**src/action_filter_pkg.sv**
```systemverilog
package action_filter_pkg;

   // ==========================================================
   // Sizes
   localparam int KEY_W = 32;
   localparam int NUM_ACTIONS = 4;
   localparam int SEL_W = 3;
   localparam int ADDR_W = 4;

   // ==========================================================
   // Register byte offsets
   localparam logic [ADDR_W-1:0] OFS_DEVICE_KEY = 4'h0;
   localparam logic [ADDR_W-1:0] OFS_SELECT = 4'h4;
   localparam logic [ADDR_W-1:0] OFS_GROUP_KEY = 4'h8;
   localparam logic [ADDR_W-1:0] OFS_GROUP_MASK = 4'hC;

   // ==========================================================
   // Reset values
   localparam logic [KEY_W-1:0] RST_KEY = 32'h0000_0000;
   localparam logic [SEL_W-1:0] RST_SELECT = 3'h1;
   localparam logic [KEY_W-1:0] RST_MASK = 32'h0000_0000;

   // Decoded broadcast action message from the transport receiver
   typedef struct packed {
      logic [KEY_W-1:0] device_key;
      logic [KEY_W-1:0] group_key;
      logic [KEY_W-1:0] group_mask;
   } action_msg_t;

endpackage

```
**src/action_command_filter.sv**
```systemverilog
// The Wishbone interface to the registers and the register offsets were chosen for this implementation.
`timescale 1ns/1ns
module action_command_filter
   import action_filter_pkg::*;
(
   input wire logic clk,
   input wire logic rst,
   input wire logic wb_cyc_i,
   input wire logic wb_stb_i,
   input wire logic wb_we_i,
   input wire logic [ADDR_W-1:0] wb_adr_i,
   input wire logic [3:0] wb_sel_i,
   input wire logic [31:0] wb_dat_i,
   output logic [31:0] wb_dat_o,
   output logic wb_ack_o,
   input wire logic msg_valid,
   input wire action_msg_t msg,
   output logic [NUM_ACTIONS-1:0] action_pulse,
   output logic frame_begin_trigger
);

   // ==========================================================
   // Helpers
   // Settings and bus answer are computed here and registered below;
   // the bus side writes the settings, the message side only reads them.
   // Byte-lane merge: only lanes whose select bit is set take new data,
   // so a narrow write never disturbs the neighbouring bytes
   function automatic logic [31:0] merge_bytes(input logic [31:0] old_v,
      input logic [31:0] new_v, input logic [3:0] sel);
      logic [31:0] r;
      r = old_v;
      for (int b = 0; b < 4; b++) begin
         if (sel[b]) begin
            r[8*b +: 8] = new_v[8*b +: 8];
         end
      end
      return r;
   endfunction

   // Index 1 maps to slot 0; zero or out of range selects nothing
   // Zero is reserved because action indices count from one
   function automatic logic sel_ok(input logic [SEL_W-1:0] s);
      return (s != 3'h0) && (s <= SEL_W'(NUM_ACTIONS));
   endfunction

   // Slot number of a select; only meaningful once sel_ok has passed
   function automatic logic [1:0] sel_slot(input logic [SEL_W-1:0] s);
      logic [SEL_W-1:0] t;
      t = s - 3'h1;
      return t[1:0];
   endfunction

   // Group checks of one slot; a zero mask on either side never matches,
   // which keeps a freshly reset slot silent
   function automatic logic slot_hit(input logic dev_ok,
      input action_msg_t m, input logic [KEY_W-1:0] gk,
      input logic [KEY_W-1:0] gm);
      logic mask_ok;
      logic key_ok;
      mask_ok = (m.group_mask & gm) != '0;
      key_ok = m.group_key == gk;
      return dev_ok && mask_ok && key_ok;
   endfunction

   // ==========================================================
   // Register state
   // Word map seen by software:
   //   device filter key at OFS_DEVICE_KEY, write-only, reads as zero
   //   action index select at OFS_SELECT, one up to the slot count
   //   group filter key of the selected slot at OFS_GROUP_KEY
   //   group filter mask of the selected slot at OFS_GROUP_MASK
   // Slots are plain arrays; the select register picks one for the bus
   // and the message side reads all of them at once.
   logic [KEY_W-1:0] device_filter_key, next_device_filter_key;
   logic [SEL_W-1:0] action_index_select, next_action_index_select;
   logic [KEY_W-1:0] group_filter_key [NUM_ACTIONS];
   logic [KEY_W-1:0] group_filter_mask [NUM_ACTIONS];
   logic [KEY_W-1:0] next_group_filter_key [NUM_ACTIONS];
   logic [KEY_W-1:0] next_group_filter_mask [NUM_ACTIONS];
   // Bus answer, registered so ack and data leave straight from flops
   logic [31:0] next_wb_dat_o;
   logic next_wb_ack_o;
   logic req;

   // Ack one cycle after request, dropped the next so no double write
   // Requests are taken only while ack is low, so a strobe held through
   // the ack cycle never lands twice
   assign req = wb_cyc_i && wb_stb_i && !wb_ack_o;

   // Bus decode and register next values
   // Read data is captured with the ack so it stands while ack stands
   always_comb begin
      next_device_filter_key = device_filter_key;
      next_action_index_select = action_index_select;
      next_group_filter_key = group_filter_key;
      next_group_filter_mask = group_filter_mask;
      next_wb_ack_o = req;
      next_wb_dat_o = 32'h0000_0000;
      if (req && wb_we_i) begin
         // Writes to unmapped offsets fall through and are dropped
         case (wb_adr_i)
            OFS_DEVICE_KEY: next_device_filter_key =
               merge_bytes(device_filter_key, wb_dat_i, wb_sel_i);
            OFS_SELECT: begin
               // The select field sits in the low byte lane
               if (wb_sel_i[0]) begin
                  next_action_index_select = wb_dat_i[SEL_W-1:0];
               end
            end
            // Group writes reach the selected slot only, if it exists
            OFS_GROUP_KEY: begin
               if (sel_ok(action_index_select)) begin
                  next_group_filter_key[sel_slot(action_index_select)] =
                     merge_bytes(group_filter_key[
                     sel_slot(action_index_select)], wb_dat_i,
                     wb_sel_i);
               end
            end
            OFS_GROUP_MASK: begin
               if (sel_ok(action_index_select)) begin
                  next_group_filter_mask[sel_slot(action_index_select)] =
                     merge_bytes(group_filter_mask[
                     sel_slot(action_index_select)], wb_dat_i,
                     wb_sel_i);
               end
            end
            default: ;
         endcase
      end else if (req) begin
         // Device key is write-only so it reads as zero
         // A parked select reads zero from both group registers
         case (wb_adr_i)
            OFS_SELECT: next_wb_dat_o = {29'h0, action_index_select};
            OFS_GROUP_KEY: begin
               if (sel_ok(action_index_select)) begin
                  next_wb_dat_o =
                     group_filter_key[sel_slot(action_index_select)];
               end
            end
            OFS_GROUP_MASK: begin
               if (sel_ok(action_index_select)) begin
                  next_wb_dat_o =
                     group_filter_mask[sel_slot(action_index_select)];
               end
            end
            default: next_wb_dat_o = 32'h0000_0000;
         endcase
      end
   end

   // Register bank; reset clears every mask, so no slot can match
   // until software has configured it
   always_ff @(posedge clk or posedge rst) begin
      if (rst) begin
         device_filter_key <= RST_KEY;
         action_index_select <= RST_SELECT;
         wb_ack_o <= 1'b0;
         wb_dat_o <= 32'h0000_0000;
         for (int i = 0; i < NUM_ACTIONS; i++) begin
            group_filter_key[i] <= RST_KEY;
            group_filter_mask[i] <= RST_MASK;
         end
      end else begin
         device_filter_key <= next_device_filter_key;
         action_index_select <= next_action_index_select;
         wb_ack_o <= next_wb_ack_o;
         wb_dat_o <= next_wb_dat_o;
         group_filter_key <= next_group_filter_key;
         group_filter_mask <= next_group_filter_mask;
      end
   end

   // ==========================================================
   // Message matching, all slots in parallel
   // Matching reads the registered settings, so a write landing in the
   // same cycle as a message only affects the messages after it.
   logic [NUM_ACTIONS-1:0] hit, next_action_pulse;
   logic dev_match;
   logic next_frame_begin_trigger;

   // Device key is shared, so it is compared once for all slots
   assign dev_match = msg.device_key == device_filter_key;

   // Bit g of hit is action index g+1
   // Each slot decides on its own; several may fire for one message
   generate
      for (genvar g = 0; g < NUM_ACTIONS; g++) begin : g_match
         assign hit[g] = slot_hit(dev_match, msg, group_filter_key[g],
            group_filter_mask[g]);
      end
   endgenerate

   // Pulse only in the cycle after an accepted message; a broadcast
   // that fails the device check or every slot's group check leaves every line low
   always_comb begin
      next_action_pulse = msg_valid ? hit : '0;
      next_frame_begin_trigger = msg_valid && hit[0];
   end

   // Pulses register so outputs come straight from flops
   // Both are registered so a consumer sees a clean one-cycle pulse
   // Action index one doubles as the frame-start trigger; the other
   // indices reach their consumers through action_pulse alone
   always_ff @(posedge clk or posedge rst) begin
      if (rst) begin
         action_pulse <= '0;
         frame_begin_trigger <= 1'b0;
      end else begin
         action_pulse <= next_action_pulse;
         frame_begin_trigger <= next_frame_begin_trigger;
      end
   end

endmodule

```
**config.mk**
```make
export PLATFORM = sky130hd
export DESIGN_NAME = action_command_filter
export DESIGN_NICKNAME = d
export VERILOG_FILES = /design/src/action_filter_pkg.sv /design/src/action_command_filter.sv
export SDC_FILE = /design/constraint.sdc
export NUM_CORES = 1
export LEC_CHECK = 0
export BUFFER_PORTS_ARGS = -buffer_cell sky130_fd_sc_hd__buf_2
export CORE_MARGIN = 2
export CORE_UTILIZATION = 40
export DETAILED_ROUTE_END_ITERATION = 10
export SETUP_SLACK_MARGIN = 0.15
export SYNTH_ARGS = -nofsm -noshare
export SYNTH_HDL_FRONTEND = slang
export SYNTH_SLANG_ARGS = --single-unit
```
**constraint.sdc**
```tcl
create_clock -name clk -period 27 [get_ports clk]
set_clock_uncertainty 0.2 [all_clocks]
set_input_delay 1.35 -clock clk [delete_from_list [all_inputs] [get_ports clk]]
set_output_delay 1.35 -clock clk [all_outputs]
set_load 0.01 [all_outputs]
```
Yosys cells after proc, flatten, opt, wreduce, memory -nomap -nowiden
Cells that the tools add are included.
Widths: inputs -> output; s select.
{ "classes": {"n_mux": 48, "add_sub_neg": 1, "bitwise_logic": 5, "n_lt_le_gt_ge": 3, "reduce_logical": 28, "eq_ne": 8} }
{ "ops": {"columns": ["cell", "n"], "rows": [
  ["$mux 32", 9],
  ["$bwmux 128", 2],
  ["$mux 8", 32],
  ["$eq 32x32->1", 5],
  ["$and 32x32->32", 4],
  ["$bmux 32 s2", 2],
  ["$reduce_bool 32->1", 4],
  ["$pmux 32 s3", 1],
  ["$demux 32 s2", 1],
  ["$reduce_and 3->1", 7],
  ["$logic_and 1x1->1", 14],
  ["$eq 4x4->1 const B", 2],
  ["$eq 4x3->1 const B", 1],
  ["$logic_not 4->1", 1],
  ["$mux 4", 1],
  ["$ge 3x3->1 const B", 1],
  ["$le 3x3->1 const B", 1],
  ["$lt 3x1->1 const B", 1],
  ["$not 2->3", 1],
  ["$reduce_bool 3->1", 1],
  ["$sub 2x1->2 const B", 1],
  ["$logic_not 1->1", 1]
]} }
{ "totals": {"elab_cells": 110, "ff_bits": 329, "inputBits": 142, "output_inout_bits": 38} }

Longest topological paths before layout
{ "depth": {"ltp_word": 10, "mapped_depth": 11, "depth_no_buf": 7} }

Worst setup path before layout
No wires, ideal clock.
{ "synth_timing": {"kind": "reg-to-reg", "start": "register action_index_select[0]", "end": "register group_filter_mask[10] (netlist name)", "arrival_ps": 2684, "setup_ps": 132, "path_stages_with_launch": 10, "path_slack_ps": 23984, "path_buffers": 4, "synth_period_minus_slack_ps": 3016, "required_ps": 26668, "path_cell_list": "dfstp_2 -> buf_2 -> buf_2 -> inv_1 -> ha_1 -> buf_6 -> buf_2 -> mux4_2 -> mux2i_1 -> o21ai_0"} }
{ "synth_between": {"elab_chain_cells": 10, "word_cells_on_any_way": 19, "classes_between": "add/sub (1); order compare (3); mux (10); bitwise (1); reduce/logical (4)"} }
{ "synth_lines": {"columns": ["element", "line_no", "text"], "rows": [
  ["start: declaration", "action_command_filter.sv:75", "logic [SEL_W-1:0] action_index_select, next_action_index_select;"],
  ["start signal: assignment", "action_command_filter.sv:165", "action_index_select <= next_action_index_select;"],
  ["$sub 2x1->2", "action_command_filter.sv:49", "t = s - 3'h1;"],
  ["$not 2->3 (implied by the code)", "action_command_filter.sv:121, action_command_filter.sv:122", null],
  ["$bmux 32 s2", "action_command_filter.sv:122", "merge_bytes(group_filter_mask["],
  ["$mux 32 (implied by the code) (2 in series)", "action_command_filter.sv:122", null],
  ["$mux 8", "action_command_filter.sv:33", "if (sel[b]) begin"],
  ["$mux 8", "action_command_filter.sv:120", "if (sel_ok(action_index_select)) begin"],
  ["$mux 8", "action_command_filter.sv:101", "case (wb_adr_i)"],
  ["$mux 8", "action_command_filter.sv:99", "if (req && wb_we_i) begin"],
  ["$bwmux 128", "action_command_filter.sv:121", "next_group_filter_mask[sel_slot(action_index_select)] ="],
  ["end signal: assignment", "action_command_filter.sv:169", "group_filter_mask <= next_group_filter_mask;"],
  ["end: declaration", "action_command_filter.sv:77", "logic [KEY_W-1:0] group_filter_mask [NUM_ACTIONS];"]
]} }
Parallel ways exist; a longest one is shown, timed or not. The select of a mux whose other input is x is not followed.
A chain may end at the register's enable or synchronous reset.

Worst setup path in the final report
{ "layout_timing": {"start": "register action_index_select[0]", "end": "register wb_dat_o[2]"} }
{ "layout_between": {"elab_chain_cells": 9, "word_cells_on_any_way": 16, "classes_between": "add/sub (1); order compare (1); mux (11); bitwise (1); reduce/logical (2)"} }
{ "layout_lines": {"columns": ["element", "line_no", "text"], "rows": [
  ["$sub 2x1->2", "action_command_filter.sv:49", null],
  ["$not 2->3 (implied by the code)", "action_command_filter.sv:137, action_command_filter.sv:143", null],
  ["$bmux 32 s2 (on tied branches)", "action_command_filter.sv:143, action_command_filter.sv:137", null],
  ["$mux 32 (on tied branches) (2 in series)", "action_command_filter.sv:143, action_command_filter.sv:137", null],
  ["$mux 32 (on tied branches)", "action_command_filter.sv:141, action_command_filter.sv:135", null],
  ["$pmux 32 s3 *", "action_command_filter.sv:132", "case (wb_adr_i)"],
  ["$mux 32 *", "action_command_filter.sv:129", "end else if (req) begin"],
  ["$mux 32 *", "action_command_filter.sv:99", null],
  ["via next_wb_dat_o[2]", "action_command_filter.sv:81", "logic [31:0] next_wb_dat_o;"],
  ["end signal: assignment", "action_command_filter.sv:167", "wb_dat_o <= next_wb_dat_o;"],
  ["end: declaration", "action_command_filter.sv:14", "output logic [31:0] wb_dat_o,"]
]} }
Mark *: on every way through the listed nets, which the timed path passes. The rest lies on a longest branch. The select of a mux whose other input is x is not followed.

==> results by group <==
Status
  • Status: completed

Floorplanning
  • Die area: 42,600 um2
  • Die height: 206 um
  • Boundary Pins: 180
  • Die width: 206 um
  • Starting Density: 0.404
  • Core area: 40,600 um2
  • Row count: 74

Drt
  • Drt via density: 5.89
  • Residual DRC: 0
  • WL/cell: 26.9 um
  • Drt total wl: 59,200 um
  • First-pass iteration count of the detailed router: 5
  • ANT nets after route: 0
  • Initial DRC count: 1,437
  • Via Count: 12,949

Yosys
  • Mapped Cells: 1,487
  • Synth Area in Adders: 0.00381
  • Synth top area cells: dfrtp_1 50%, o21ai_0 7.9%, mux4_2 7.6%
  • Yosys top cell area share: 0.499
  • Post-Syn Area per Cell: 11.0 um2
  • Main synth FF type: dfrtp_1
  • Yosys reg bits: 328
  • Synth Area in Compound Gates: 0.126
  • Synth unique cells: 38
  • Post-Syn Nets: 1,634
  • Mapped cell area: 16,400 um2
  • Post-synthesis mux area share: 0.153
  • Synth async-reset ratio: 1.00
  • Cell taking the most area after synthesis: dfrtp_1
  • Synth Area in XOR/XNOR: 0.0860
  • Simple-gate share of the synthesized area: 0.106
  • Seq/Total Area, Yosys: 0.500
  • Synth warn: 0
  • Number of flops mapped to enable cells by yosys: 0
  • Combinational family with the most area after synthesis: multiplexers

Clocking
  • CTS H-Tree Depth: 2
  • CTS tree: built
  • Clock buffer depth: 3
  • # Post-CTS Setup Buffers: 0
  • Clk sink count: 328
  • CTS root buf: clkbuf_16
  • Clk_lat worst skew: 540 ps
  • CTS-repair resized insts: 0
  • Clk slew on worst S/H paths: 60 ps
  • Cts hold-fix bufs: 0
  • TritonCTS buffer count: 38

Place
  • Final Wtd Congestion: 0.976
  • Worst slack, placed: 22,890 ps
  • Placed cells: 2,129
  • Dpl hpwl: 42,600 um
  • Port Buffer Count: 179
  • DP Area: 17,700 um2

Setup path
  • Worst setup SP type: flip-flop
  • Req. time, crit path: 27,230 ps
  • R2R cell count: 8
  • Kind of critical path: reg -> reg
  • RR Endpoint: wb_dat_o[2]
  • Critical R2R Launch: action_index_select[0]
  • R2R setup slack: 22,970 ps
  • Data arrival, critical path: 4250 ps
  • Crit Path Max Fanout: 43
  • Worst setup EP type: flip-flop

STA
  • Setup ws final: 22,970 ps
  • Post-Route Setup TNS: 0 ps
  • Final hold violations: 0
  • Min cycle time layout: 4030 ps
  • Final hold slack: 310 ps
  • Max Transition Viols Final: 0
  • Worst slew margin: 0.0931
  • Setup violators final: 0
  • Final period utilization: 0.149
  • Worst-Margin Slew: 1360 ps
  • F_max: 248 MHz
  • RSZ-0062 raised after global routing: false

Power and ir drop
  • Worst vdd ir: 0.0468 mV
  • PD cells: 62.2 nW/um2
  • Total chip power: 1.19 mW
  • Leakage: 8.80 nW

Min path
  • Min-Delay Path Class: reg -> reg
  • Worst min-delay path startpoint: group_filter_mask[118]
  • Hold EP: group_filter_mask[118]
  • Hold path cells: 2

Global routing
  • GRT Util Overall: 0.284
  • Largest net degree at the start of global routing: 109
  • Vias in the first global route: 12,643
  • First-pass GRT wire length: 87,200 um
  • Overflow after GRT: 0
  • Antenna violations before repair: 3

Flow run
  • Maxcap violations: 0

Layout
  • Fin area: 19,200 um2
  • Layout cells sized above 1: 0.219
  • Most common cell after layout, fill and taps aside: dfrtp_1
  • Layout Cells excl Fill: 2,197
  • Layout Nets: 1,784
  • Commonest non-fill, non-tap cells in the layout: 327 x dfrtp_1, 261 x nand2_1, 258 x o21ai_0
  • P&R area growth vs syn: 16.8%
  • Layout Utilization: 0.471
  • Antenna diode count: 0
-- worst max path at each step --
stage	from	end	slack [ps]
4_1_cts	action_index_select[0]	wb_dat_o[2]	22890
2_1_floorplan	rst	action_index_select[1]	16370
3_5_place_dp	action_index_select[0]	wb_dat_o[2]	22890
6_report	action_index_select[0]	wb_dat_o[2]	22970
5_1_grt	action_index_select[0]	wb_dat_o[2]	22690
3_3_place_gp	action_index_select[0]	wb_dat_o[2]	22890
-- per-layer routing --
metal / part of all wire / global-route usage / wire [um] / up-vias
met5: 0.00046 / 0 / 27 / -
met2: 0.45 / 0.427 / 26300 / 725
met4: 0.037 / 0.105 / 2170 / 4
met3: 0.095 / 0.0571 / 5640 / 114
met1: 0.42 / 0.407 / 25000 / 6439
li1: - / - / - / 5667
-- synth_stat cells, types with 24 or more instances --
| library cell | number |
|---|---|
| a22oi_1 | 57 |
| nor4_1 | 38 |
| nand2_1 | 261 |
| o21ai_0 | 258 |
| nor2_1 | 32 |
| xnor2_1 | 29 |
| nand4_1 | 24 |
| dfrtp_1 | 327 |
| clkbuf_1 | 43 |
| mux2_2 | 32 |
| buf_2 | 25 |
| mux2i_1 | 64 |
| mux4_2 | 55 |
| xor2_1 | 132 |
-- kinds of logic after synthesis --
group,after synthesis
DFF,328
xor gates and xnor gates,161
and+or+nand+nor,387
AOI/OAI and AO/OA,356
adders and majority gates,5
buffers and inverters,87
muxes,163
-- report_power, final --
group	leakage [nW]	internal (mW)	switching, mW
combinational	3.54	0.0349	0.0653
sequential	4.57	0.497	0.00655
clock	0.690	0.369	0.218
-- worst max-delay path, cell delays in order (launching register included) --
cell and delay [ps]:
dfstp_4 970, inv_1 210, ha_4 550, buf_4 710, mux4_2 610, a22o_1 260
and3_1 180, o21ai_1 110, o31ai_1 80
-- layout make-up --
| class | instances | area [um2] |
|---|---|---|
| Fill cell | 3736 | 21500 |
| Clock buffer | 50 | 1120 |
| Multi-Input combinational cell | 1072 | 7830 |
| Timing Repair Buffer | 194 | 1010 |
| Tap cell | 532 | 666 |
| Inverter | 3 | 18.8 |
| Sequential cell | 328 | 8210 |
| Clock inverter | 18 | 308 |
-- flip-flops by register name, summed over array words and instances (netlist names) --
signal,cells
device_filter_key,32
group_filter_mask,128
action_index_select,3
wb_dat_o,32
action_pulse,4
group_filter_key,128
wb_ack_o,1
Power figures use the tool's default switching activity.
